==> config.mk <==
export PLATFORM = sky130hd
export DESIGN_NAME = sensor_sync_code_output
export DESIGN_NICKNAME = d
export VERILOG_FILES = /design/src/rtl/sensor_out_pkg.sv /design/src/rtl/pin_sync2.sv /design/src/rtl/skid_buf2.sv /design/src/rtl/sensor_sync_code_output.sv
export SDC_FILE = /design/constraint.sdc
export NUM_CORES = 1
export LEC_CHECK = 0
export BUFFER_PORTS_ARGS = -buffer_cell sky130_fd_sc_hd__buf_4
export CAP_MARGIN = 20
export CORE_MARGIN = 3
export CORE_UTILIZATION = 34
export CTS_BUF_LIST = sky130_fd_sc_hd__clkbuf_8 sky130_fd_sc_hd__clkbuf_16
export DETAILED_ROUTE_END_ITERATION = 16
export GPL_TIMING_DRIVEN = 0
export PLACE_DENSITY = 0.5
export REMOVE_ABC_BUFFERS = 1
export SLEW_MARGIN = 40
export SYNTH_ARGS = -nofsm -noshare
export SYNTH_HDL_FRONTEND = slang
export SYNTH_SLANG_ARGS = --single-unit
==> constraint.sdc <==
create_clock -name CLK_SYS_IN -period 2.67 [get_ports CLK_SYS_IN]
set_input_delay 0.4005 -clock CLK_SYS_IN [delete_from_list [all_inputs] [get_ports CLK_SYS_IN]]
set_output_delay 0.4005 -clock CLK_SYS_IN [all_outputs]
set_load 0.01 [all_outputs]
==> src/rtl/sensor_out_pkg.sv <==
// shared types and constants for the sensor line output framer
package sensor_out_pkg;

   // ----------------------------------------
   // readout modes
   // ----------------------------------------
   localparam logic [3:0] MODE_0 = 4'h0;
   localparam logic [3:0] MODE_1 = 4'h1;
   localparam logic [3:0] MODE_2 = 4'h2;
   localparam logic [3:0] MODE_3 = 4'h3;
   localparam logic [3:0] MODE_4 = 4'h4;
   localparam logic [3:0] MODE_5 = 4'h5;
   localparam logic [3:0] MODE_6 = 4'h6;
   localparam logic [3:0] MODE_7 = 4'h7;
   localparam logic [3:0] MODE_2A = 4'h8;

   // ----------------------------------------
   // rates and clocks
   // ----------------------------------------
   localparam int INPUT_CLOCK_MHZ = 72;
   localparam int LANE_RATE_MBPS = 576;
   localparam int OUTPUT_BIT_CLOCK_MHZ = LANE_RATE_MBPS / 2;

   // ----------------------------------------
   // sync code words
   // ----------------------------------------
   localparam logic [11:0] SYNC_PREAMBLE = 12'hFFF;
   localparam logic [11:0] SYNC_ZERO = 12'h000;
   localparam logic [1:0] SYNC_LEAD = 2'h2;
   localparam logic [3:0] SYNC_TAIL = 4'h0;
   localparam logic [3:0] PROTECT_00 = 4'h0;
   localparam logic [3:0] PROTECT_01 = 4'hD;
   localparam logic [3:0] PROTECT_10 = 4'hB;
   localparam logic [3:0] PROTECT_11 = 4'h6;
   localparam logic [1:0] SYNC_LAST_IDX = 2'h3;
   localparam int TEN_BIT_SHIFT = 2;

   // ----------------------------------------
   // pixel ranges
   // ----------------------------------------
   localparam logic [11:0] PIX_MIN = 12'h001;
   localparam logic [11:0] PIX_MAX_12 = 12'hFFE;
   localparam logic [11:0] PIX_MAX_10 = 12'h3FE;

   // ----------------------------------------
   // horizontal front blanking, bit-clock cycles (low end of range)
   // ----------------------------------------
   localparam logic [8:0] FBLANK_A = 9'h190; // 400: modes 0, 1, 7
   localparam logic [8:0] FBLANK_B = 9'h198; // 408: modes 2, 2A, 4, 6
   localparam logic [8:0] FBLANK_C = 9'h196; // 406: modes 3, 5

   // ----------------------------------------
   // vertical front dummy, horizontal periods
   // ----------------------------------------
   localparam logic [5:0] VDUMMY_NORMAL = 6'h11;  // 17
   localparam logic [5:0] VDUMMY_INVERT = 6'h10;  // 16
   localparam logic [5:0] VDUMMY_2 = 6'h14;       // 20
   localparam logic [5:0] VDUMMY_3 = 6'h1D;       // 29
   localparam logic [5:0] VDUMMY_46 = 6'h10;      // 16
   localparam logic [5:0] VDUMMY_5 = 6'h2A;       // 42
   localparam logic [5:0] VDUMMY_7 = 6'h13;       // 19

   // ----------------------------------------
   // lane enables
   // ----------------------------------------
   localparam logic [9:0] LANES_10 = 10'h3FF;
   localparam logic [9:0] LANES_8 = 10'h0FF;
   localparam logic [9:0] LANES_6 = 10'h03F;
   localparam logic [9:0] LANES_4 = 10'h00F;
   localparam logic [9:0] LANES_2 = 10'h003;

   // ----------------------------------------
   // types
   // ----------------------------------------
   typedef struct packed {
      logic last;
      logic [11:0] data;
   } pix_t;

   typedef enum logic [5:0] {
      ST_IDLE = 6'h01,
      ST_FBLANK = 6'h02,
      ST_SAV = 6'h04,
      ST_PIX = 6'h08,
      ST_EAV = 6'h10,
      ST_RBLANK = 6'h20
   } line_state_t;

endpackage

==> src/rtl/pin_sync2.sv <==
// two-flop synchroniser for pin-level inputs
`timescale 1ns/100ps
module pin_sync2 #(
   parameter int W = 1
) (
   input wire logic clk_in,           // system clock
   input wire logic srst_in,          // synchronous reset
   input wire logic [W-1:0] async_in, // raw pin levels
   output logic [W-1:0] sync_out      // synchronised levels
);
   typedef struct packed {
      logic [W-1:0] meta;
      logic [W-1:0] stable;
   } sync_regs_t;

   sync_regs_t r_ff;
   sync_regs_t nxt_r;

   always_comb begin
      nxt_r = r_ff;
      nxt_r.meta = async_in;
      nxt_r.stable = r_ff.meta;
   end

   always_ff @(posedge clk_in) begin
      if (srst_in) begin
         r_ff <= '0;
      end else begin
         r_ff <= nxt_r;
      end
   end

   assign sync_out = r_ff.stable;
endmodule

==> src/rtl/skid_buf2.sv <==
// two-entry buffer with valid/ready on both sides
`timescale 1ns/100ps
module skid_buf2 #(
   parameter int W = 13
) (
   input wire logic clk_in,         // system clock
   input wire logic srst_in,        // synchronous reset
   input wire logic [W-1:0] wr_in,  // write data
   input wire logic wvalid_in,      // write valid
   output logic wready_out,         // not full, registered
   output logic [W-1:0] rd_out,     // head entry
   output logic rvalid_out,         // not empty, compared from the count flop
   input wire logic rready_in       // pop head
);
   typedef struct packed {
      logic [1:0][W-1:0] mem;
      logic wr_ptr;
      logic rd_ptr;
      logic [1:0] count;
      logic room;
   } buf_regs_t;

   buf_regs_t r_ff;
   buf_regs_t nxt_r;
   logic push;
   logic pop;

   always_comb begin
      push = wvalid_in && (r_ff.count != 2'h2);
      pop = rready_in && (r_ff.count != 2'h0);
      nxt_r = r_ff;
      if (push) begin
         nxt_r.mem[r_ff.wr_ptr] = wr_in;
         nxt_r.wr_ptr = ~r_ff.wr_ptr;
      end
      if (pop) begin
         nxt_r.rd_ptr = ~r_ff.rd_ptr;
      end
      if (push && !pop) begin
         nxt_r.count = r_ff.count + 2'h1;
      end else if (pop && !push) begin
         nxt_r.count = r_ff.count - 2'h1;
      end
      // ready leaves a flop, so the source never sees a comparator output
      nxt_r.room = (nxt_r.count != 2'h2);
   end

   always_ff @(posedge clk_in) begin
      if (srst_in) begin
         r_ff <= '0;
      end else begin
         r_ff <= nxt_r;
      end
   end

   assign wready_out = r_ff.room;
   assign rvalid_out = (r_ff.count != 2'h0);
   assign rd_out = r_ff.mem[r_ff.rd_ptr];
endmodule

==> src/rtl/sensor_sync_code_output.sv <==
// line framer: sync codes, blanking and clamped pixels for one output lane group
//
// Overview of operation
// (RL1) line and frame start on sync falling edges
// (RL2) front blanking, then start code, then pixels
// (RL3) receiver finds pixel start from sync code
// (RL4) rear blanking stretches with sync period
// (RL5) sync words: all ones, zero, zero, flags
// (RL6) fourth word blanking flag for blanking lines
// (RL7) end flag set for end code only
// (RL8) twelve-bit fourth word with protection bits
// (RL9) ten-bit words are upper ten bits
// (RL10) pixels clamped away from preamble value
// (RL11) twelve-bit modes carry two fractional bits
// (RL12) blanking words are all zeros
// (RL13) lanes run 576 Mbit/s, 288 MHz DDR
// (RL14) front blanking length chosen per mode
// (RL15) controller keeps minimum horizontal sync period
// (RL16) sync period covers minimum plus blanking
// (RL17) controller keeps minimum vertical sync period
// (RL18) front dummy 17 lines, 16 inverted; code does so in modes 0, 1 only, other modes use fixed per-mode counts
// (RL19) controller uses recommended broadcast frame settings
// (RL20) controller issues per-mode sync pulses per line
// (RL21) lane count chosen per mode
// (RL22) input clock periods refer to 72 MHz
// (RL23) flip select zero normal, one inverted
// (RL24) end code follows last pixel immediately
`timescale 1ns/100ps
module sensor_sync_code_output
   import sensor_out_pkg::*;
(
   input wire logic CLK_SYS_IN,                      // 25 MHz system clock
   input wire logic SRST_IN,                         // synchronous reset, active high
   input wire logic HORIZONTAL_SYNC_IN,              // line sync pin, falling edge
   input wire logic VERTICAL_SYNC_IN,                // frame sync pin, falling edge
   input wire logic OUTPUT_BIT_CLOCK_IN,             // word pacing clock pin
   input wire logic [3:0] MODE_IN,                   // readout mode
   input wire logic VERTICAL_FLIP_SELECT_IN,         // 0 normal, 1 inverted
   input wire sensor_out_pkg::pix_t PIX_IN,          // pixel word and last flag
   input wire logic PIX_VALID_IN,                    // pixel offered
   output logic PIX_READY_OUT,                       // buffer has room
   output logic [11:0] WORD_OUT,                     // output word
   output logic WORD_VALID_OUT,                      // one-cycle word strobe
   output logic SYNC_CODE_OUT,                       // word belongs to a sync code
   output logic BLANK_LINE_OUT,                      // current line is blanking
   output logic [9:0] LANE_EN_OUT                    // active output lanes
);
   import sensor_out_pkg::*;

   // ----------------------------------------
   // state
   // ----------------------------------------
   typedef struct packed {
      line_state_t st;
      logic [1:0] sidx;
      logic [8:0] fb_cnt;
      logic [5:0] line_cnt;
      logic blank;
      logic hpend;
      logic [11:0] word;
      logic wvalid;
      logic sync;
      logic [9:0] lanes;
      logic bclk_d;
      logic hs_d;
      logic vs_d;
   } regs_t;

   regs_t r_ff;
   regs_t nxt_r;
   logic [2:0] pins_s;
   logic hs_s;
   logic vs_s;
   logic bclk_s;
   logic hs_fall;
   logic vs_fall;
   logic bclk_rise;
   logic ten_bit;
   logic [8:0] fb_min;
   logic [5:0] vdummy;
   pix_t head;
   logic head_valid;
   logic pop;
   logic take_line;

   // ----------------------------------------
   // per-mode lookups
   // ----------------------------------------
   function automatic logic is_ten_bit(input logic [3:0] m);
      return (m == MODE_1) || (m == MODE_7); // RL11
   endfunction

   function automatic logic [9:0] lane_mask(input logic [3:0] m);
      logic [9:0] l;
      l = LANES_6;
      if (m == MODE_0 || m == MODE_1) begin
         l = LANES_10;
      end else if (m == MODE_3) begin
         l = LANES_4;
      end else if (m == MODE_5) begin
         l = LANES_2;
      end else if (m == MODE_6) begin
         l = LANES_8;
      end
      return l; // RL21
   endfunction

   function automatic logic [8:0] fblank_len(input logic [3:0] m);
      logic [8:0] f;
      f = FBLANK_B;
      if (m == MODE_0 || m == MODE_1 || m == MODE_7) begin
         f = FBLANK_A;
      end else if (m == MODE_3 || m == MODE_5) begin
         f = FBLANK_C;
      end
      return f; // RL14
   endfunction

   function automatic logic [5:0] vdummy_len(input logic [3:0] m, input logic flip);
      logic [5:0] d;
      d = flip ? VDUMMY_INVERT : VDUMMY_NORMAL; // RL18 RL23
      if (m == MODE_2 || m == MODE_2A) begin
         d = VDUMMY_2;
      end else if (m == MODE_3) begin
         d = VDUMMY_3;
      end else if (m == MODE_4 || m == MODE_6) begin
         d = VDUMMY_46;
      end else if (m == MODE_5) begin
         d = VDUMMY_5;
      end else if (m == MODE_7) begin
         d = VDUMMY_7;
      end
      return d;
   endfunction

   function automatic logic [11:0] sync_word(input logic [1:0] idx, input logic v,
                                            input logic h, input logic ten);
      logic [11:0] w;
      logic [3:0] prot;
      prot = PROTECT_00;
      if (v && h) begin
         prot = PROTECT_11;
      end else if (v) begin
         prot = PROTECT_10;
      end else if (h) begin
         prot = PROTECT_01;
      end
      w = SYNC_ZERO; // RL5
      if (idx == 2'h0) begin
         w = SYNC_PREAMBLE;
      end else if (idx == SYNC_LAST_IDX) begin
         w = {SYNC_LEAD, v, h, prot, SYNC_TAIL}; // RL6 RL7 RL8
      end
      return ten ? (w >> TEN_BIT_SHIFT) : w; // RL9
   endfunction

   function automatic logic [11:0] clamp_pix(input logic [11:0] p, input logic ten);
      logic [11:0] hi;
      logic [11:0] v;
      hi = ten ? PIX_MAX_10 : PIX_MAX_12;
      // ten-bit modes use only the low ten source bits; the shift pair drops the rest
      v = ten ? ((p << TEN_BIT_SHIFT) >> TEN_BIT_SHIFT) : p;
      if (v < PIX_MIN) begin
         return PIX_MIN;
      end else if (v > hi) begin
         return hi; // RL10
      end
      return v;
   endfunction

   // ----------------------------------------
   // pin synchronisers and buffer
   // ----------------------------------------
   pin_sync2 #(.W(3)) u_pins (
      .clk_in(CLK_SYS_IN),
      .srst_in(SRST_IN),
      .async_in({HORIZONTAL_SYNC_IN, VERTICAL_SYNC_IN, OUTPUT_BIT_CLOCK_IN}),
      .sync_out(pins_s)
   );

   // a stalled line keeps up to two pixels here, so the source only waits
   skid_buf2 #(.W($bits(pix_t))) u_buf (
      .clk_in(CLK_SYS_IN),
      .srst_in(SRST_IN),
      .wr_in(PIX_IN),
      .wvalid_in(PIX_VALID_IN),
      .wready_out(PIX_READY_OUT),
      .rd_out(head),
      .rvalid_out(head_valid),
      .rready_in(pop)
   );

   // ----------------------------------------
   // line sequencing
   // ----------------------------------------
   always_comb begin
      hs_s = pins_s[2];
      vs_s = pins_s[1];
      bclk_s = pins_s[0];
      hs_fall = r_ff.hs_d && !hs_s; // RL1
      vs_fall = r_ff.vs_d && !vs_s; // RL1
      bclk_rise = !r_ff.bclk_d && bclk_s; // RL13 RL22
      ten_bit = is_ten_bit(MODE_IN);
      fb_min = fblank_len(MODE_IN);
      vdummy = vdummy_len(MODE_IN, VERTICAL_FLIP_SELECT_IN);
      pop = (r_ff.st == ST_PIX) && bclk_rise && head_valid;
      // a fall mid-line is held until the line ends
      take_line = (r_ff.st == ST_IDLE || r_ff.st == ST_RBLANK) && (hs_fall || r_ff.hpend);

      nxt_r = r_ff;
      nxt_r.hs_d = hs_s;
      nxt_r.vs_d = vs_s;
      nxt_r.bclk_d = bclk_s;
      nxt_r.lanes = lane_mask(MODE_IN);
      nxt_r.wvalid = 1'b0;
      nxt_r.sync = 1'b0;
      nxt_r.word = SYNC_ZERO;

      if (vs_fall) begin
         nxt_r.line_cnt = '0;
      end

      case (r_ff.st)
         ST_IDLE, ST_RBLANK: begin
            if (r_ff.st == ST_RBLANK && bclk_rise) begin
               nxt_r.wvalid = 1'b1; // RL4 RL12
            end
         end
         ST_FBLANK: begin
            if (bclk_rise) begin
               nxt_r.wvalid = 1'b1; // RL12
               nxt_r.fb_cnt = r_ff.fb_cnt + 9'h001;
               if (r_ff.fb_cnt == fb_min - 9'h001) begin
                  nxt_r.st = ST_SAV; // RL2 RL14
                  nxt_r.sidx = '0;
               end
            end
         end
         ST_SAV: begin
            if (bclk_rise) begin
               nxt_r.wvalid = 1'b1;
               nxt_r.sync = 1'b1;
               nxt_r.word = sync_word(r_ff.sidx, r_ff.blank, 1'b0, ten_bit); // RL2
               nxt_r.sidx = r_ff.sidx + 2'h1;
               if (r_ff.sidx == SYNC_LAST_IDX) begin
                  // blanking lines carry no pixels
                  nxt_r.st = r_ff.blank ? ST_EAV : ST_PIX;
               end
            end
         end
         ST_PIX: begin
            if (pop) begin
               nxt_r.wvalid = 1'b1;
               nxt_r.word = clamp_pix(head.data, ten_bit); // RL10 RL11
               if (head.last) begin
                  nxt_r.st = ST_EAV; // RL24
               end
            end
         end
         ST_EAV: begin
            if (bclk_rise) begin
               nxt_r.wvalid = 1'b1;
               nxt_r.sync = 1'b1;
               nxt_r.word = sync_word(r_ff.sidx, r_ff.blank, 1'b1, ten_bit); // RL7
               nxt_r.sidx = r_ff.sidx + 2'h1;
               if (r_ff.sidx == SYNC_LAST_IDX) begin
                  nxt_r.st = ST_RBLANK; // RL4
               end
            end
         end
         default: begin
            nxt_r.st = ST_IDLE;
         end
      endcase

      if (take_line) begin
         nxt_r.st = ST_FBLANK; // RL1
         nxt_r.fb_cnt = '0;
         nxt_r.sidx = '0;
         nxt_r.hpend = 1'b0;
         nxt_r.blank = (nxt_r.line_cnt < vdummy); // RL18
         if (nxt_r.line_cnt != '1) begin
            nxt_r.line_cnt = nxt_r.line_cnt + 6'h01;
         end
      end else if (hs_fall) begin
         nxt_r.hpend = 1'b1;
      end
   end

   always_ff @(posedge CLK_SYS_IN) begin
      if (SRST_IN) begin
         r_ff <= '{st: ST_IDLE, default: '0};
      end else begin
         r_ff <= nxt_r;
      end
   end

   assign WORD_OUT = r_ff.word;
   assign WORD_VALID_OUT = r_ff.wvalid;
   assign SYNC_CODE_OUT = r_ff.sync;
   assign BLANK_LINE_OUT = r_ff.blank;
   assign LANE_EN_OUT = r_ff.lanes;
endmodule

; ---- Word-level counts from Yosys, hierarchy flattened
; Index checks and enable logic that the tools add are counted.
[word_totals]
reg_bits = 89
wordCells = 167
[op_classes]
add_sub_neg = 6
order_cmp = 6
n_eq_ne = 36
muxes = 59
n_bitwise = 3
n_reduce_logical = 35
[op_table]
columns = operator, count
row1 = 2-to-1 mux 12 bit, 11
row2 = 2-to-1 mux 6 bit, 10
row3 = 2-to-1 mux 13 bit, 4
row4 = 2-to-1 mux 8 bit, 6
row5 = one-hot mux 12 bit (3 select lines), 1
row6 = one-hot mux 6 bit (5 select lines), 1
row7 = 2-to-1 mux 14 bit, 2
row8 = bitwise mux 26 bit, 1
row9 = "inequality test 3 bit, second input constant", 7
row10 = 2-to-1 mux 20 bit, 1
row11 = "inequality test 2 bit, second input constant", 10
row12 = 2-to-1 mux 9 bit, 2
row13 = AND reduction 9 bit, 2
row14 = 2-to-1 mux 17 bit, 1
row15 = "equality test 4 x 3 -> 1 bit, second input constant", 4
row16 = demux 13 bit (select 1 bit), 1
row17 = greater-than comparator 12 bit, 1
row18 = logical AND 1 bit, 12
row19 = "less-than comparator 12 x 1 -> 1 bit, second input constant", 1
row20 = 2-to-1 mux 4 bit, 3
row21 = 2-to-1 mux 10 bit, 1
row22 = "adder 9 x 1 -> 9 bit, second input constant", 1
row23 = equality test 9 bit, 1
row24 = "subtractor 9 x 1 -> 9 bit, second input constant", 1
row25 = other kinds (35), 60

; ---- Depth between registers and ports, before layout
[depth]
depth_word = 11
ltp_mapped = 11
depth_no_buf = 10

; ---- Cells and area by module
; From an unflattened synthesis, not the netlist that was laid out.
[unflattened]
cells_unflattened = 515
hier_area_um2 = 4281.6
[by_module_without_submodules]
columns = mod, instances, cells_per_inst, area_per_inst_um2
row1 = sensor_sync_code_output, 1, 346, 2797.7
row2 = skid_buf2, 1, 157, 1326.3
row3 = pin_sync2, 1, 12, 157.7

; ---- Least setup slack after synthesis
; OpenSTA, ideal clock, no wires.
[synth_timing]
path_type = input to register
startpoint = input port MODE_IN[2]
endpoint = register r_ff[50] in the netlist's numbering
arrival_time_ns = 2.141
required_ns = 2.542
setup_slack_ns = 0.401
cell_stages = 10
n_path_buf = 1
path_cell_list = clkbuf_1 -> xor2_1 -> nand2_1 -> ha_1 -> xor2_1 -> nand4_1 -> a21oi_1 -> o21bai_1 -> mux2i_1 -> nor2_1
[synth_between]
elab_chain_cells = 8
[synth_rtl]
columns = element, line_no
row1 = start: declaration, sensor_sync_code_output.sv:37  ; input wire logic [3:0] MODE_IN,
row2 = "equality test 4 x 2 -> 1 bit, or another cell as far along", sensor_sync_code_output.sv:113  ; end else if (m == MODE_3 || m == MODE_5) begin
row3 = "logical OR 1 bit, on equally long branches", "sensor_sync_code_output.sv:113, sensor_sync_code_output.sv:111"
row4 = 2-to-1 mux 4 bit or logical OR 1 bit (tied branches), "sensor_sync_code_output.sv:113, sensor_sync_code_output.sv:111"
row5 = 2-to-1 mux 9 bit (*), sensor_sync_code_output.sv:111  ; if (m == MODE_0 || m == MODE_1 || m == MODE_7) begin
row6 = subtractor 9 x 1 -> 9 bit (*), sensor_sync_code_output.sv:233  ; if (r_ff.fb_cnt == fb_min - 9'h001) begin
row7 = equality test 9 bit (*), sensor_sync_code_output.sv:233
row8 = inequality test 2 bit (no source line) (*), --
row9 = AND reduction 9 bit (no source line) (*), --
row10 = end signal: assignment, sensor_sync_code_output.sv:294  ; r_ff <= nxt_r;
row11 = end: declaration, sensor_sync_code_output.sv:69  ; regs_t r_ff;
; Mark *: on every way between the ends. The rest lies on a longest branch, timed or not.
; A chain may end at the register's enable or synchronous reset.

; ---- Worst setup path in the final report
[layout_timing]
startpoint = register u_buf.r_ff[3] in the netlist's numbering
endpoint = register r_ff[51] in the netlist's numbering
[layout_between]
elab_chain_cells = 4
[layout_rtl]
columns = element, line_no
row1 = start: declaration, skid_buf2.sv:23  ; buf_regs_t r_ff;
row2 = start signal: assignment, skid_buf2.sv:52  ; r_ff <= nxt_r;
row3 = 2-to-1 mux 13 bit (implied by the code) (2 in a row), skid_buf2.sv:58  ; assign rd_out = r_ff.mem[r_ff.rd_ptr];
row4 = inequality test 2 bit (no source line), --
row5 = AND reduction 9 bit (no source line), --
; Every way passes these cells. The select of a mux whose other input is x is not followed.

==> impl_metrics.toml <==
[logic_synthesis]
ys_ff_latch = 84
synth-main-ff-cell = "dfxtp_1"
synthArstFlopShare_pct = 0
yosysSeqAreaShare_pct = 39.3
synth_edf_count = 0
syn_inst = 543
yosys.area.top_type = "dfxtp_1"
yosys.cell_types.count = 56
synth_area_um2 = 4280
ys_top_cells_by_area = "dfxtp_1 39%, nand2_1 7.4%, a21oi_1 6.8%"
avgSynthCellArea_um2 = 7.89
ys_warn_count = 0
synth_top_area_share_pct = 39.3

[timing]
fin_crit_ps = 2440
fmax_mhz = 410
clock_skew_ps = 5.27
slew_headroom_pct = 56.0
setup_viol = 0
finalCritPeriodShare_pct = 91.2
slew_violations = 0
rsz0062_at_grt = "false"
worst_slew_pin_slew_ps = 659
fin_hold_ws_ps = 272
finalHoldViolations = 0

[clocking]
clockBufferDepth = 2
cts_setup_buffers = 0
cts.clk_slew.worst_paths_ps = 60
cts_buffers = 9
cts.repair.resized = 0
cts_num_sinks = 84
clock_latency_ps = 340
clockRootBuffer = "clkbuf_16"
cts_tree = "built"
h-tree-depth = 3
postCtsHoldBufs = 0

[grt]
antenna_found_initial = 0
grt_start_max_net_pins = 56
grt_pass1_wl_um = 16500
grt_use_total_pct = 14.3
grt-ovfl-total = 0
grt_pass1_vias = 3353

[power_and_ir_drop]
total_power_mw = 2.96
powerDensity_nw_per_um2 = 607
p_leak_nw = 1.86
ir_drop_mv = 0.333

[drt]
wl_met2_um = 4200
drt.antenna.violating_nets = 0
met3_length_um = 240
routedWlPerCell_um = 13.4
drtIter0Drc = 193
dr.pass1.iters = 4
vias = 3558
top_layer = "met4"
vias_per_cell = 4.91
wl_um = 9730
met1_length_um = 5110
route.detailed.drc = 0

[worst_setup_path]
worstPathMaxFanout = 30
critical_path_class = "register to register"
critPathRequiredTime_ps = 2870
crit_path_top_delay_cell = "dfxtp_2"
cpMostUsedCell = "mux2i_1"
end_kind = "register"
slowest_delay_ps = 740
timing.critical_path.cells = "mux2i_1 > o311ai_0 > o211ai_1 > o21bai_1 > mux2i_1 > nor2_1"
worstPathArrival_ps = 2640
startpoint_type = "register"

[finish]
diodes = 0
drive_gt1_share_pct = 13.7
fin_nets = 587
syn_to_final_growth_pct = 13.9

[floorplan]
start_util_pct = 35.2
pin_count = 50
dieWidth_um = 118
fp.coreArea_um2 = 12200
die_h_um = 118
dieArea_um2 = 14000
row_count = 40

[flow_run]
maxCapViolations = 0

[place]
hpwl_um = 7030
port_buffers = 49
gp_congestion = 0.898

[outcome]
status = "complete, no violations"

[hold_path]
hp-class = "primary input to register"
[cell usage in the layout, fill, tap and decap left out, types with 3 or more instances in the layout]
master,instances
nor2b_1,15
nor2_1,56
nand2_1,85
a21o_1,4
clkinvlp_4,3
buf_4,49
nor3_1,15
and2_1,7
nand3_1,16
nand2b_1,8
nor4_1,5
xnor2_1,9
clkbuf_16,9
or3_1,3
mux2_2,3
a32oi_1,3
o22ai_1,3
a22oi_1,4
dfxtp_1,83
ha_1,12
mux2i_1,14
inv_1,19
xor2_1,9
a211oi_1,3
o22a_1,4
nand4_1,6
a21oi_1,58
o21ai_0,14
[critical path, delay by kind of cell, from the launching register on]
| family | cells | cell delay (ps) |
|---|---|---|
| compound gates | 3 | 1120 |
| flops | 1 | 740 |
| mux | 2 | 390 |
| simple gates | 1 | 60 |
[sequential cells by signal, indices dropped and copies added (netlist names)]
signal            flops
BLANK_LINE_OUT        1
u_buf.wready_out      1
SYNC_CODE_OUT         1
r_ff                 27
WORD_VALID_OUT        1
LANE_EN_OUT           5
u_pins.sync_out       3
WORD_OUT             12
u_buf.r_ff           30
u_pins.nxt_r          3
[per-stage QoR]
step / cell area [µm²] / setup TNS (ps) / setup WS [ps] / cells / utilization, %
finish: 4880 / 0 / 234 / 724 / 40.1
floorplan: 3990 / 0 / 378 / 491 / -
global route: 4880 / 0 / 43.8 / 724 / 40.1
CTS: 4880 / 0 / 264 / 724 / 40.1
detailed placement: 4570 / 0 / 123 / 708 / 37.6
global placement: 4570 / -199 / -61.3 / 708 / 37.6
[cell type report]
type | count | area [µm²]
Clock inverter | 6 | 65.1
Tap cell | 168 | 210
Inverter | 18 | 67.6
Timing Repair Buffer | 49 | 368
Sequential cell | 84 | 1680
Clock buffer | 10 | 239
Multi-Input combinational cell | 389 | 2250
Fill cell | 1250 | 7280
[per-layer routing]
layer / vias to the layer above / track usage (%)
met3: 11 / 2.44
met4: 0 / 6.23
met2: 54 / 20.8
met5: - / 0
met1: 1639 / 20.7
li1: 1854 / -
[logic make-up (layout without fill, tap and decap cells)]
logic type               Yosys count  count (layout)  share of synthesized area (%)
multiplexers                      17              17                           4.06
adder cells (fa/ha/maj)           12              12                           3.50
buffers and inverters             70              83                           8.38
AO/OA/AOI/OAI                    111             111                           15.6
AND/OR/NAND/NOR                  231             231                           25.5
XOR/XNOR                          18              18                           3.68
flip-flops                        84              84                           39.3
[power breakdown]
part / switching, mW / total [mW] / internal (mW)
clock: 0.514 / 1.26 / 0.748
sequential: 0.0545 / 1.36 / 1.30
combinational: 0.203 / 0.341 / 0.138
total: 0.771 / 2.96 / 2.19
[Yosys cell counts, drive strengths merged, types with 3 or more instances]
master   n
dfxtp   84
clkbuf  21
mux2     3
a211oi   3
o22ai    3
o21ai   15
xnor2    9
inv     18
nor4     6
a32oi    3
ha      12
a22oi    4
a21oi   58
nand2b   8
nor3    17
and2     7
o22a     4
a21o     4
xor2     9
nand4    6
or3      3
nor2    57
mux2i   14
buf     31
nor2b   15
nand3   16
nand2   85
[path summary, 6_finish.rpt]
check | from | endpoint | slack [ps] | cells past startpoint
worst max-delay path | u_buf.r_ff[3]$_SDFFE_PP0P_ | r_ff[51]$_SDFFE_PP0P_ | 230 | 6
worst min-delay path | VERTICAL_SYNC_IN | u_pins.nxt_r[1]$_SDFF_PP0_ | 270 | 2
worst max register to register | u_buf.r_ff[3]$_SDFFE_PP0P_ | r_ff[51]$_SDFFE_PP0P_ | 230 | 6
worst min register to register | u_pins.sync_out[2]$_SDFF_PP0_ | r_ff[1]$_SDFF_PP0_ | 440 | 2
Power figures use the tool's default switching activity.
